<file path="config.mk">
export PLATFORM = sky130hd
export DESIGN_NAME = sgp_gate_unit
export DESIGN_NICKNAME = d
export VERILOG_FILES = /design/src/common/sgp_pkg.sv /design/src/hw/sgp_gate_unit.sv /design/src/hw/sgp_sel_decode.sv /design/src/hw/sgp_priv_check.sv
export SDC_FILE = /design/constraint.sdc
export NUM_CORES = 1
export LEC_CHECK = 0
export ABC_CLOCK_PERIOD_IN_PS = 9800
export BUFFER_PORTS_ARGS = -buffer_cell sky130_fd_sc_hd__buf_2
export CAP_MARGIN = 20
export CORE_AREA = 2 2 292 294
export DETAILED_ROUTE_END_ITERATION = 8
export DIE_AREA = 0 0 294 296
export HOLD_SLACK_MARGIN = 0.1
export SLEW_MARGIN = 20
export SYNTH_ARGS = -nofsm -noshare
export SYNTH_HDL_FRONTEND = slang
export SYNTH_SLANG_ARGS = --single-unit
export TNS_END_PERCENT = 1
</file>
<file path="constraint.sdc">
create_clock -name CLOCK_I -period 9.8 [get_ports CLOCK_I]
set_clock_uncertainty 0.15 [all_clocks]
set_input_delay 0.98 -clock CLOCK_I [delete_from_list [all_inputs] [get_ports CLOCK_I]]
set_output_delay 0.98 -clock CLOCK_I [all_outputs]
set_load 0.05 [all_outputs]
</file>
<file path="src/common/sgp_pkg.sv">
package sgp_pkg;
    localparam int SGP_ADDR_W     = 64;
    localparam int SGP_SEL_IDX_LO = 3;
    localparam int SGP_SEL_TI_BIT = 2;
    localparam logic [63:0] SGP_LEGACY_DESC_BYTES = 64'h8;
    localparam logic [63:0] SGP_LONG_DESC_BYTES   = 64'h10;
    localparam logic [3:0]  SGP_TYPE_LDT      = 4'h2;
    localparam logic [3:0]  SGP_TYPE_TASKGATE = 4'h5;
    localparam logic [3:0]  SGP_TYPE_TSS      = 4'h9;
    localparam logic [3:0]  SGP_TYPE_CALLGATE = 4'hc;
    localparam logic [15:0] SGP_ERR_ZERO      = 16'h0000;
    localparam logic [15:0] SGP_NULL_SEL      = 16'h0000;
    localparam logic [1:0]  SGP_RESET_CPL     = 2'h0;

    typedef enum logic [1:0] {SGP_REAL, SGP_PROT, SGP_LONG64, SGP_COMPAT}
        sgp_mode_t;

    typedef struct packed {
        logic [12:0] index;
        logic        local_sel;
        logic [1:0]  rpl;
    } sgp_sel_t;

    // fields of a fetched descriptor, flattened
    typedef struct packed {
        logic [63:0] base;
        logic [15:0] gate_sel;
        logic [63:0] gate_off;
        logic [1:0]  dpl;
        logic        present;
        logic        system;
        logic [3:0]  dtype;
        logic        code_conf;
    } sgp_desc_t;

    typedef struct packed {
        logic        valid;
        logic        is_call;
        sgp_sel_t    sel;
        logic [63:0] offset;
    } sgp_req_t;

    typedef struct packed {
        logic        done;
        logic        fault;
        logic [15:0] err_code;
        logic [63:0] linear;
        logic [15:0] new_cs;
        logic [15:0] new_ss;
        logic        stack_switch;
        logic [1:0]  new_cpl;
    } sgp_rsp_t;

    function automatic logic [63:0] sgp_desc_addr(input logic [63:0] tbase,
            input logic [12:0] idx, input logic wide);
        logic [63:0] step;
        step = wide ? SGP_LONG_DESC_BYTES : SGP_LEGACY_DESC_BYTES;
        return tbase + 64'(idx) * step;
    endfunction
endpackage

</file>
<file path="src/hw/sgp_gate_unit.sv">
`timescale 1ns/1ps
module sgp_gate_unit
    import sgp_pkg::*;
(
    input  wire logic        CLOCK_I,
    input  wire logic        RST_I,
    input  wire logic        PROT_ENTER_I,
    input  wire logic        LONG_ENTER_I,
    input  wire logic        COMPAT_I,
    input  wire logic [63:0] GDT_BASE_I,
    input  wire logic        GDT_LOAD_I,
    input  wire logic [63:0] LDT_BASE_I,
    input  wire logic        LDT_LOAD_I,
    input  sgp_req_t         REQ_I,
    input  wire logic [15:0] REQ_SEL_RAW_I,
    input  wire logic        DESC_VALID_I,
    input  sgp_desc_t        DESC_I,
    input  sgp_desc_t        TGT_DESC_I,
    input  wire logic [15:0] TSS_SS_I,
    output logic             DESC_RD_O,
    output logic [63:0]      DESC_ADDR_O,
    output sgp_rsp_t         RSP_O,
    output logic             PROT_FAULT_O,
    output logic [1:0]       CPL_O,
    output logic [1:0]       MODE_O
);
    typedef enum {S_IDLE, S_FETCH} sgp_state_t;

    sgp_mode_t   mode_reg, mode_next;
    logic [1:0]  cpl_reg, cpl_next;
    logic [63:0] gdt_reg, gdt_next;
    logic [63:0] ldt_reg, ldt_next;
    sgp_state_t  st_reg, st_next;
    sgp_req_t    req_reg, req_next;
    sgp_rsp_t    rsp_reg, rsp_next;
    logic        rd_reg, rd_next;
    logic [63:0] addr_reg, addr_next;
    logic        flt_reg, flt_next;

    sgp_sel_t    sel_dec;
    logic [63:0] dec_addr;
    logic        wide;
    logic        long_m;
    logic        seg_ok;
    logic        gate_ok;
    logic        tgt_ok;

    assign long_m = (mode_reg == SGP_LONG64) || (mode_reg == SGP_COMPAT);
    assign wide   = (mode_reg == SGP_LONG64);

    sgp_sel_decode u_dec (
        .raw_i       (REQ_SEL_RAW_I),
        .gdt_base_i  (gdt_reg),
        .ldt_base_i  (ldt_reg),
        .wide_i      (wide),
        .sel_o       (sel_dec),
        .desc_addr_o (dec_addr)
    );

    sgp_priv_check u_seg (
        .cpl_i     (cpl_reg),
        .rpl_i     (req_reg.sel.rpl),
        .dpl_i     (DESC_I.dpl),
        .is_code_i (1'b0),
        .conf_i    (1'b0),
        .ok_o      (seg_ok)
    );

    sgp_priv_check u_gate (
        .cpl_i     (cpl_reg),
        .rpl_i     (req_reg.sel.rpl),
        .dpl_i     (DESC_I.dpl),
        .is_code_i (1'b0),
        .conf_i    (1'b0),
        .ok_o      (gate_ok)
    );

    sgp_priv_check u_tgt (
        .cpl_i     (cpl_reg),
        .rpl_i     (2'h0),
        .dpl_i     (TGT_DESC_I.dpl),
        .is_code_i (1'b1),
        .conf_i    (TGT_DESC_I.code_conf),
        .ok_o      (tgt_ok)
    );

    // mode and table base registers
    always_comb begin
        mode_next = mode_reg;
        gdt_next  = gdt_reg;
        ldt_next  = ldt_reg;
        if (PROT_ENTER_I && mode_reg == SGP_REAL) begin
            mode_next = SGP_PROT;
        end else if (LONG_ENTER_I && mode_reg == SGP_PROT) begin
            mode_next = SGP_LONG64;
        end else if (long_m) begin
            mode_next = COMPAT_I ? SGP_COMPAT : SGP_LONG64;
        end
        if (GDT_LOAD_I) begin
            gdt_next = long_m ? GDT_BASE_I
                : {32'h0, GDT_BASE_I[31:0]};
        end
        if (LDT_LOAD_I) begin
            ldt_next = long_m ? LDT_BASE_I
                : {32'h0, LDT_BASE_I[31:0]};
        end
    end

    // translation and gate sequencer
    always_comb begin
        st_next   = st_reg;
        req_next  = req_reg;
        rsp_next  = rsp_reg;
        rd_next   = 1'b0;
        addr_next = addr_reg;
        flt_next  = 1'b0;
        cpl_next  = cpl_reg;
        rsp_next.done  = 1'b0;
        rsp_next.fault = 1'b0;
        case (st_reg)
            S_IDLE: begin
                if (REQ_I.valid) begin
                    if (mode_reg == SGP_REAL) begin
                        // real mode, no descriptor and no check
                        rsp_next.done   = 1'b1;
                        rsp_next.linear = {44'h0,
                            REQ_SEL_RAW_I, 4'h0} + REQ_I.offset;
                        rsp_next.err_code     = SGP_ERR_ZERO;
                        rsp_next.stack_switch = 1'b0;
                    end else begin
                        req_next     = REQ_I;
                        req_next.sel = sel_dec;
                        addr_next    = dec_addr;
                        rd_next      = 1'b1;
                        st_next      = S_FETCH;
                    end
                end
            end
            S_FETCH: begin
                if (DESC_VALID_I) begin
                    st_next = S_IDLE;
                    rsp_next.done = 1'b1;
                    rsp_next.stack_switch = 1'b0;
                    rsp_next.err_code = SGP_ERR_ZERO;
                    if (!DESC_I.present) begin
                        rsp_next.fault    = 1'b1;
                        rsp_next.err_code = {req_reg.sel.index,
                            req_reg.sel.local_sel, 2'h0};
                        flt_next = 1'b1;
                    end else if (!req_reg.is_call) begin
                        if (seg_ok) begin
                            rsp_next.linear = DESC_I.base
                                + req_reg.offset;
                        end else begin
                            rsp_next.fault    = 1'b1;
                            rsp_next.err_code = SGP_ERR_ZERO;
                            flt_next = 1'b1;
                        end
                    end else if (DESC_I.system
                            && DESC_I.dtype == SGP_TYPE_TASKGATE
                            && long_m) begin
                        rsp_next.fault = 1'b1;
                        flt_next = 1'b1;
                    end else if (DESC_I.system
                            && DESC_I.dtype == SGP_TYPE_CALLGATE) begin
                        if (gate_ok && tgt_ok) begin
                            rsp_next.new_cs = DESC_I.gate_sel;
                            rsp_next.linear = TGT_DESC_I.base
                                + DESC_I.gate_off;
                            rsp_next.new_cpl = TGT_DESC_I.code_conf
                                ? cpl_reg : TGT_DESC_I.dpl;
                            cpl_next = rsp_next.new_cpl;
                            if (!TGT_DESC_I.code_conf
                                    && TGT_DESC_I.dpl < cpl_reg) begin
                                rsp_next.stack_switch = 1'b1;
                                rsp_next.new_ss = long_m ? SGP_NULL_SEL
                                    : TSS_SS_I;
                            end
                        end else begin
                            rsp_next.fault    = 1'b1;
                            rsp_next.err_code = SGP_ERR_ZERO;
                            flt_next = 1'b1;
                        end
                    end else begin
                        rsp_next.fault    = 1'b1;
                        rsp_next.err_code = SGP_ERR_ZERO;
                        flt_next = 1'b1;
                    end
                end else begin
                    rd_next = 1'b1;
                end
            end
            default: begin
                st_next = S_IDLE;
            end
        endcase
    end

    always_ff @(posedge CLOCK_I) begin
        if (RST_I) begin
            mode_reg <= SGP_REAL;
            cpl_reg  <= SGP_RESET_CPL;
            gdt_reg  <= 64'h0;
            ldt_reg  <= 64'h0;
            st_reg   <= S_IDLE;
            req_reg  <= '0;
            rsp_reg  <= '0;
            rd_reg   <= 1'b0;
            addr_reg <= 64'h0;
            flt_reg  <= 1'b0;
        end else begin
            mode_reg <= mode_next;
            cpl_reg  <= cpl_next;
            gdt_reg  <= gdt_next;
            ldt_reg  <= ldt_next;
            st_reg   <= st_next;
            req_reg  <= req_next;
            rsp_reg  <= rsp_next;
            rd_reg   <= rd_next;
            addr_reg <= addr_next;
            flt_reg  <= flt_next;
        end
    end

    assign DESC_RD_O    = rd_reg;
    assign DESC_ADDR_O  = addr_reg;
    assign RSP_O        = rsp_reg;
    assign PROT_FAULT_O = flt_reg;
    assign CPL_O        = cpl_reg;
    assign MODE_O       = mode_reg;
endmodule

</file>
<file path="src/hw/sgp_sel_decode.sv">
`timescale 1ns/1ps
module sgp_sel_decode
    import sgp_pkg::*;
(
    input  wire logic [15:0] raw_i,
    input  wire logic [63:0] gdt_base_i,
    input  wire logic [63:0] ldt_base_i,
    input  wire logic        wide_i,
    output sgp_sel_t         sel_o,
    output logic [63:0]      desc_addr_o
);
    always_comb begin
        sel_o.index     = raw_i[15:SGP_SEL_IDX_LO];
        sel_o.local_sel = raw_i[SGP_SEL_TI_BIT];
        sel_o.rpl       = raw_i[1:0];
        desc_addr_o = sgp_desc_addr(raw_i[SGP_SEL_TI_BIT] ? ldt_base_i
            : gdt_base_i, raw_i[15:SGP_SEL_IDX_LO], wide_i);
    end
endmodule

</file>
<file path="src/hw/sgp_priv_check.sv">
`timescale 1ns/1ps
module sgp_priv_check
    import sgp_pkg::*;
(
    input  wire logic [1:0] cpl_i,
    input  wire logic [1:0] rpl_i,
    input  wire logic [1:0] dpl_i,
    input  wire logic       is_code_i,
    input  wire logic       conf_i,
    output logic            ok_o
);
    logic [1:0] eff;
    always_comb begin
        eff = (cpl_i > rpl_i) ? cpl_i : rpl_i;
        // code targets: equal or numerically lower only
        if (is_code_i) begin
            ok_o = conf_i ? (dpl_i <= cpl_i) : (dpl_i <= cpl_i);
        end else begin
            ok_o = (dpl_i >= eff);
        end
    end
endmodule

</file>
Word-level counts from Yosys, hierarchy flattened
Index checks and enable logic that the tools add are counted.
{"block": "word_totals", "reg_bits": 426, "in_bits": 556, "output_inout_bits": 187, "word_cells": 124}
{"block": "op_classes", "add_sub_neg": 4, "n_mul": 1, "order_cmp": 4, "eq_ne": 15, "mux": 53, "bitwise": 4, "n_reduce_logical": 22}
{"op": "99-bit two-way mux", "n": 3}
{"op": "64-bit two-way mux", "n": 4}
{"op": "64-bit adder", "n": 3}
{"op": "17-bit two-way mux", "n": 10}
{"op": "80-bit two-way mux", "n": 2}
{"op": "80-bit case mux with 2 select lines", "n": 1}
{"op": "117-bit two-way mux", "n": 1}
{"op": "115-bit two-way mux", "n": 1}
{"op": "32-bit two-way mux", "n": 3}
{"op": "81-bit two-way mux", "n": 1}
{"op": "20-bit by 64-bit adder with 64-bit output", "n": 1}
{"op": "13-bit by 64-bit multiplier with 64-bit output", "n": 1}
{"op": "32-bit case mux with 2 select lines", "n": 1}
{"op": "35-bit two-way mux", "n": 1}
{"op": "32-bit by 1-bit equality test with 1-bit output (second input constant)", "n": 1}
{"op": "32-bit zero test", "n": 1}
{"op": "1-bit two-way mux", "n": 16}
{"op": "16-bit two-way mux", "n": 1}
{"op": "3-bit != test (second input constant)", "n": 4}
{"op": "2-bit != test (second input constant)", "n": 5}
{"op": "9-bit AND reduction", "n": 1}
{"op": "2-bit two-way mux", "n": 4}
{"op": "8-bit AND reduction", "n": 1}
{"op": "1-bit logical AND", "n": 7}
{"op": "21 further kinds", "n": 29}

Logic depth before layout (Yosys ltp)
{"block": "logic_depth", "depth_word": 16, "mapped_depth": 25, "ltp_nobuf": 19}

Cells and area by module
From an unflattened synthesis, not the netlist that was laid out.
{"block": "hier_totals", "cells_unflattened": 3761, "area_unflattened_um2": 28725.0}
{"module": "sgp_gate_unit", "instances": 1, "cells_per_inst": 3212, "area_each_um2": 24428.4, "seq_area_each_um2": 7847.5}
{"module": "sgp_sel_decode", "instances": 1, "cells_per_inst": 486, "area_each_um2": 3808.7, "seq_area_each_um2": 0.0}
{"module": "sgp_priv_check", "instances": 3, "cells_per_inst": 21, "area_each_um2": 162.7, "seq_area_each_um2": 0.0}

Least setup slack after synthesis
OpenSTA, ideal clock, no wires.
{"block": "synth_path", "path_type": "input port to flip-flop", "startpoint": "in REQ_SEL_RAW_I[2]", "endpoint": "reg addr_reg[43], in the netlist DESC_ADDR_O[43]", "setup_ns": 0.132, "arrival_time_ns": 6.006, "required_ns": 9.518, "setup_slack_ns": 3.512, "stages": 25, "path_buffers": 7, "path_cell_list": "buf_6 -> buf_6 -> buf_6 -> buf_2 -> buf_2 -> buf_1 -> clkbuf_1 -> mux2i_1 -> fa_1 -> inv_1 -> ha_1 -> ha_1 -> inv_1 -> fa_1 -> nor2b_1 -> o21ai_1 -> a21boi_1 -> o21ai_1 -> a21boi_2 -> o21ai_1 -> a2111oi_1 -> nand4b_1 -> or3_1 -> nand3_1 -> a21oi_1"}
{"block": "synth_between", "elab_chain_len": 2}
{"item": "from (decl)", "line_no": "sgp_gate_unit.sv:15", "rtl": "input wire logic [15:0] REQ_SEL_RAW_I,"}
{"item": "64-bit two-way mux", "line_no": "sgp_sel_decode.sv:16", "rtl": "desc_addr_o = sgp_desc_addr(raw_i[SGP_SEL_TI_BIT] ? ldt_base_i"}
{"item": "64-bit adder", "line_no": "sgp_pkg.sv:58", "rtl": "return tbase + 64'(idx) * step;"}
{"item": "to (signal assigned)", "line_no": "sgp_gate_unit.sv:220", "rtl": "addr_reg <= addr_next;"}
{"item": "to (decl)", "line_no": "sgp_gate_unit.sv:37", "rtl": "logic [63:0] addr_reg, addr_next;"}
No other way between the ends.
A chain may end at the register's enable or synchronous reset.

Worst setup path in the final report
{"block": "layout_path", "startpoint": "reg mode_reg[0], in the netlist MODE_O[0]", "endpoint": "reg addr_reg[43], in the netlist DESC_ADDR_O[43]"}
{"block": "layout_between", "elab_chain_len": 4, "word_cells_on_any_way": 7, "cone_classes": "add/sub: 1; mul: 1; eq/ne: 1; mux: 1; bitwise: 1; reduce/logical: 2"}
{"item": "from (decl)", "line_no": "sgp_gate_unit.sv:29", "rtl": "sgp_mode_t mode_reg, mode_next;"}
{"item": "from (signal assigned)", "line_no": "sgp_gate_unit.sv:212", "rtl": "mode_reg <= mode_next;"}
{"item": "2-bit equality test", "line_no": "sgp_gate_unit.sv:49", "rtl": "assign wide = (mode_reg == SGP_LONG64);"}
{"item": "5-bit two-way mux", "line_no": "sgp_pkg.sv:57", "rtl": "step = wide ? SGP_LONG_DESC_BYTES : SGP_LEGACY_DESC_BYTES;"}
{"item": "13-bit by 64-bit multiplier with 64-bit output", "line_no": "sgp_pkg.sv:58"}
{"item": "64-bit adder", "line_no": "sgp_pkg.sv:58"}
Parallel ways exist; a longest one is shown, timed or not.

==> report_table.html <==
<table>
<tr><th>Metric</th><th>Value</th></tr>
<tr><th colspan="2">Timing</th></tr>
<tr><td>Max_slew headroom</td><td>0.304</td></tr>
<tr><td>Final hold vios</td><td>0</td></tr>
<tr><td>Worst Slack Setup Final</td><td>approximately 4000 ps</td></tr>
<tr><td>Post-route setup TNS</td><td>0 ps</td></tr>
<tr><td>Actual slew at the worst max-slew pin</td><td>about 1000 ps</td></tr>
<tr><td>Final setup viols</td><td>0</td></tr>
<tr><td>Final count of pins violating max slew</td><td>0</td></tr>
<tr><td>Shortest period the worst path allows</td><td>slightly below 6000 ps</td></tr>
<tr><td>Maximum clock rate</td><td>173 MHz</td></tr>
<tr><td>Unrepaired setup endpoints after global routing</td><td>no</td></tr>
<tr><td>Final Cycle Share</td><td>0.590</td></tr>
<tr><th colspan="2">Detailed routing</th></tr>
<tr><td>Total detailed-routing wirelength</td><td>about 100 mm</td></tr>
<tr><td>WL/cell</td><td>around 20 um</td></tr>
<tr><td>Vias per cell</td><td>~5.3</td></tr>
<tr><td>Highest routed metal layer</td><td>met5</td></tr>
<tr><td>Met2 routed WL</td><td>49.0 mm</td></tr>
<tr><td>DRC violation total after the first TritonRoute iteration</td><td>~1900</td></tr>
<tr><td>Detail Route met3 WL</td><td>8.34 mm</td></tr>
<tr><td>Number of routed nets with antenna violations</td><td>0</td></tr>
<tr><td>WL met1</td><td>about 44 mm</td></tr>
<tr><td>Total via count in the routed design</td><td>~27000</td></tr>
<tr><td>Post-route DRC</td><td>0</td></tr>
<tr><td>First-pass iteration count of the detailed router</td><td>5</td></tr>
<tr><th colspan="2">Clock network</th></tr>
<tr><td>Clock tree from TritonCTS</td><td>done</td></tr>
<tr><td>Number of CTS-inserted buffers</td><td>46</td></tr>
<tr><td>CTS resizes</td><td>0</td></tr>
<tr><td>Clock transition at the registers of the reported paths</td><td>roughly 60 ps</td></tr>
<tr><td>Clock root buffer</td><td>sky130_fd_sc_hd__clkbuf_16</td></tr>
<tr><td>Quantity of hold-fixing buffers added after cts</td><td>0</td></tr>
<tr><td>CTS H-tree depth</td><td>2</td></tr>
<tr><td>Sink Count</td><td>just under 400</td></tr>
<tr><td>Maximum number of buffers from clock root to sink</td><td>3</td></tr>
<tr><td>Clock latency at the later pin of the worst-skew pair</td><td>between 500 and 600 ps</td></tr>
<tr><td># Post-CTS Setup Buffers</td><td>0</td></tr>
<tr><th colspan="2">Synthesis</th></tr>
<tr><td>Combined area of all synthesized cells</td><td>about 0.027 mm^2</td></tr>
<tr><td>Top cells by instance count after synthesis</td><td>sky130_fd_sc_hd__a21oi_1 (444), sky130_fd_sc_hd__nand2_1 (430), sky130_fd_sc_hd__dfxtp_1 (392)</td></tr>
<tr><td>Avg Inst Size Synth</td><td>7.75 um^2</td></tr>
<tr><td>Count of unique library cells instantiated by Yosys</td><td>95</td></tr>
<tr><td>Dominant cell by count in the synthesized netlist</td><td>sky130_fd_sc_hd__a21oi_1</td></tr>
<tr><td>Area fraction of the dominant cell type after synthesis</td><td>0.294</td></tr>
<tr><td>Library cell with the largest summed area after synthesis</td><td>sky130_fd_sc_hd__dfxtp_1</td></tr>
<tr><td>Fraction of the yosys area taken by sequential cells</td><td>0.294</td></tr>
<tr><td>Leading cell types by total area after synthesis</td><td>sky130_fd_sc_hd__dfxtp_1 (29%), sky130_fd_sc_hd__ha_1 (8.4%), sky130_fd_sc_hd__a21oi_1 (8.3%)</td></tr>
<tr><td>Yosys warning count</td><td>0</td></tr>
<tr><td>Synth Flop Type</td><td>sky130_fd_sc_hd__dfxtp_1</td></tr>
<tr><td>Count of flip-flops with a built-in enable after synthesis</td><td>0</td></tr>
<tr><td>Flop and latch count out of synthesis</td><td>about 390</td></tr>
<tr><td>Async set-or-reset flop fraction in the synthesized netlist</td><td>0</td></tr>
<tr><td>Cell count after synthesis</td><td>3444</td></tr>
<tr><th colspan="2">Cells and area</th></tr>
<tr><td>Total Nets Final</td><td>about 4700</td></tr>
<tr><td>Max reg flops</td><td>between 100 and 150</td></tr>
<tr><td>Finished Core Util</td><td>0.384</td></tr>
<tr><td>Layout cell share with drive strength beyond 1</td><td>0.206</td></tr>
<tr><td>Synthesis-to-layout area growth</td><td>21.3%</td></tr>
<tr><th colspan="2">Global route</th></tr>
<tr><td>Global-route wire length before repair</td><td>155 mm</td></tr>
<tr><td>Maximum number of pins on one net before global-route repair</td><td>roughly 180</td></tr>
<tr><td>Vias in the first global route</td><td>25800</td></tr>
<tr><td>Antenna violations before repair</td><td>23</td></tr>
<tr><td>Total congestion overflow</td><td>0</td></tr>
<tr><td>GR Util All Layers</td><td>0.228</td></tr>
<tr><th colspan="2">Floorplanning</th></tr>
<tr><td>Number of top-level pins</td><td>~740</td></tr>
<tr><td>Height of the chip</td><td>just under 300 um</td></tr>
<tr><td>Die Width</td><td>roughly 290 um</td></tr>
<tr><td>Initial core utilization</td><td>0.317</td></tr>
<tr><td>CORE AREA</td><td>around 0.084 mm^2</td></tr>
<tr><td>Die Footprint</td><td>0.0870 mm^2</td></tr>
<tr><td>Rows</td><td>107</td></tr>
<tr><th colspan="2">Worst setup path</th></tr>
<tr><td>Nature of the critical path endpoint</td><td>register</td></tr>
<tr><td>Critical path peak fanout</td><td>14</td></tr>
<tr><td>Kind of launch point of the worst setup path</td><td>register</td></tr>
<tr><td>Worst EP required</td><td>about 10000 ps</td></tr>
<tr><td>Category of the critical setup timing path</td><td>register to register</td></tr>
<tr><td>Data arrival, critical path</td><td>a little over 6000 ps</td></tr>
<tr><th colspan="2">Power and ir drop</th></tr>
<tr><td>Ratio of total power to cell area</td><td>about 150 mW/mm^2</td></tr>
<tr><td>Maximum ir drop on the vdd rail</td><td>~0.12 mV</td></tr>
<tr><td>Reported leakage power</td><td>14.1 nW</td></tr>
<tr><td>Final Power</td><td>~5 mW</td></tr>
<tr><th colspan="2">Placement</th></tr>
<tr><td>Final weighted congestion in routability-driven placement</td><td>between 0.9 and 1</td></tr>
<tr><td>Detailed-placement wirelength estimate</td><td>~80 mm</td></tr>
<tr><td>Buffers on Ports</td><td>about 640</td></tr>
<tr><td>Pre-CTS WS</td><td>approximately 4000 ps</td></tr>
<tr><th colspan="2">Run status</th></tr>
<tr><td>Status</td><td>completed</td></tr>
<tr><th colspan="2">Run</th></tr>
<tr><td>Maximum capacitance violations</td><td>0</td></tr>
<tr><th colspan="2">Worst hold path</th></tr>
<tr><td>Hold crit path type</td><td>register to register</td></tr>
</table>
-- layer usage --
| layer | vias to the layer above | track usage |
|---|---|---|
| met1 | 12600 | 0.287 |
| met5 | - | 0 |
| met4 | 24 | 0.0678 |
| li1 | 13300 | - |
| met3 | 165 | 0.0522 |
| met2 | 950 | 0.386 |
-- worst paths after layout --
| kind | startpoint | endpoint | slack (ps) | depth (start not counted) |
|---|---|---|---|---|
| hold reg to reg | RSP_O[29] | RSP_O[29] | 300 | 2 |
| setup / recovery | MODE_O[0] | DESC_ADDR_O[43] | 4020 | 20 |
| hold / removal | RSP_O[29] | RSP_O[29] | 300 | 2 |
| setup reg to reg | MODE_O[0] | DESC_ADDR_O[43] | 4020 | 20 |
-- worst max-delay path: stages, from the launching register on --
cell and delay, ps:
sky130_fd_sc_hd__dfxtp_1 600, sky130_fd_sc_hd__nand2b_1 620, sky130_fd_sc_hd__mux2i_1 230, sky130_fd_sc_hd__fa_1 570, sky130_fd_sc_hd__inv_1 40, sky130_fd_sc_hd__ha_1 270, sky130_fd_sc_hd__ha_1 180, sky130_fd_sc_hd__inv_1 60
sky130_fd_sc_hd__fa_1 370, sky130_fd_sc_hd__nor2b_1 180, sky130_fd_sc_hd__o21ai_1 100, sky130_fd_sc_hd__a21boi_1 210, sky130_fd_sc_hd__o21ai_1 130, sky130_fd_sc_hd__a21boi_2 270, sky130_fd_sc_hd__o21ai_1 150, sky130_fd_sc_hd__a2111oi_1 430
sky130_fd_sc_hd__buf_4 220, sky130_fd_sc_hd__nand4b_1 240, sky130_fd_sc_hd__or3_1 400, sky130_fd_sc_hd__nand3_1 90, sky130_fd_sc_hd__a21oi_1 70
-- layout make-up --
type                       count  area (um^2)
inverter                      69          259
clock buffer                  64         1340
clock inverter                19          299
antenna                        9         22.5
fill                        8830        51800
multi-input combinational   2777        17800
timing repair buffer         665         3450
sequential                   392         7850
tap                         1090         1360
-- metrics by stage --
step	cells	hold WS, ps	cell area, um^2
after global routing	5082	321	32400
final	5085	299	32400
after global placement	4992	286	30700
after floorplan	3456	286	26700
after detailed placement	4992	292	30700
after CTS	5075	300	32300
-- power breakdown --
| group | internal, mW | switching (mW) |
|---|---|---|
| logic | 0.483 | 0.901 |
| registers | 1.68 | 0.0506 |
| clock network | 1.14 | 0.739 |
| total | 3.30 | 1.69 |
-- layout by cell type, fill, tap and decap left out, types with 14 or more instances in the layout --
| master | netlist | final |
|---|---|---|
| sky130_fd_sc_hd__o221ai_1 | 29 | 29 |
| sky130_fd_sc_hd__nor2_1 | 354 | 352 |
| sky130_fd_sc_hd__o21bai_1 | 34 | 34 |
| sky130_fd_sc_hd__nand2_1 | 430 | 430 |
| sky130_fd_sc_hd__and3_1 | 23 | 23 |
| sky130_fd_sc_hd__inv_1 | 69 | 69 |
| sky130_fd_sc_hd__ha_1 | 179 | 179 |
| sky130_fd_sc_hd__or3_1 | 18 | 18 |
| sky130_fd_sc_hd__buf_4 | 6 | 28 |
| sky130_fd_sc_hd__o21a_1 | 15 | 15 |
| sky130_fd_sc_hd__o22ai_1 | 16 | 16 |
| sky130_fd_sc_hd__nand3b_1 | 36 | 36 |
| sky130_fd_sc_hd__nand2b_1 | 25 | 25 |
| sky130_fd_sc_hd__xnor2_1 | 106 | 106 |
| sky130_fd_sc_hd__a21oi_1 | 444 | 443 |
| sky130_fd_sc_hd__mux2i_1 | 105 | 105 |
| sky130_fd_sc_hd__mux2_2 | 28 | 28 |
| sky130_fd_sc_hd__xor2_1 | 96 | 96 |
| sky130_fd_sc_hd__a221oi_1 | 14 | 14 |
| sky130_fd_sc_hd__o211ai_1 | 15 | 15 |
| sky130_fd_sc_hd__a21o_1 | 84 | 84 |
| sky130_fd_sc_hd__nor2b_1 | 90 | 89 |
| sky130_fd_sc_hd__o21ai_1 | 15 | 15 |
| sky130_fd_sc_hd__buf_2 | 19 | 634 |
| sky130_fd_sc_hd__nor3_1 | 82 | 81 |
| sky130_fd_sc_hd__fa_1 | 16 | 16 |
| sky130_fd_sc_hd__a31oi_1 | 20 | 20 |
| sky130_fd_sc_hd__dfxtp_1 | 392 | 391 |
| sky130_fd_sc_hd__a211oi_1 | 42 | 42 |
| sky130_fd_sc_hd__clkbuf_16 | 0 | 46 |
| sky130_fd_sc_hd__nor4_1 | 14 | 14 |
| sky130_fd_sc_hd__conb_1 | 2 | 14 |
| sky130_fd_sc_hd__o21ai_0 | 139 | 138 |
| sky130_fd_sc_hd__nand4_1 | 50 | 50 |
| sky130_fd_sc_hd__a22oi_1 | 20 | 20 |
| sky130_fd_sc_hd__nand3_1 | 51 | 50 |
-- cell families (layout without fill, tap and decap cells) --
| logic type | Yosys count | in the layout | synth area share |
|---|---|---|---|
| simple gates | 1234 | 1234 | 0.216 |
| compound gates | 999 | 999 | 0.233 |
| flops | 392 | 392 | 0.294 |
| buf+inv | 287 | 817 | 0.0430 |
| xor+xnor | 202 | 202 | 0.0663 |
| fa+ha+maj | 195 | 195 | 0.0959 |
| mux | 133 | 133 | 0.0512 |
| other cells | 2 | 23 | 0.000281 |
(Power assumes the default switching activity.)
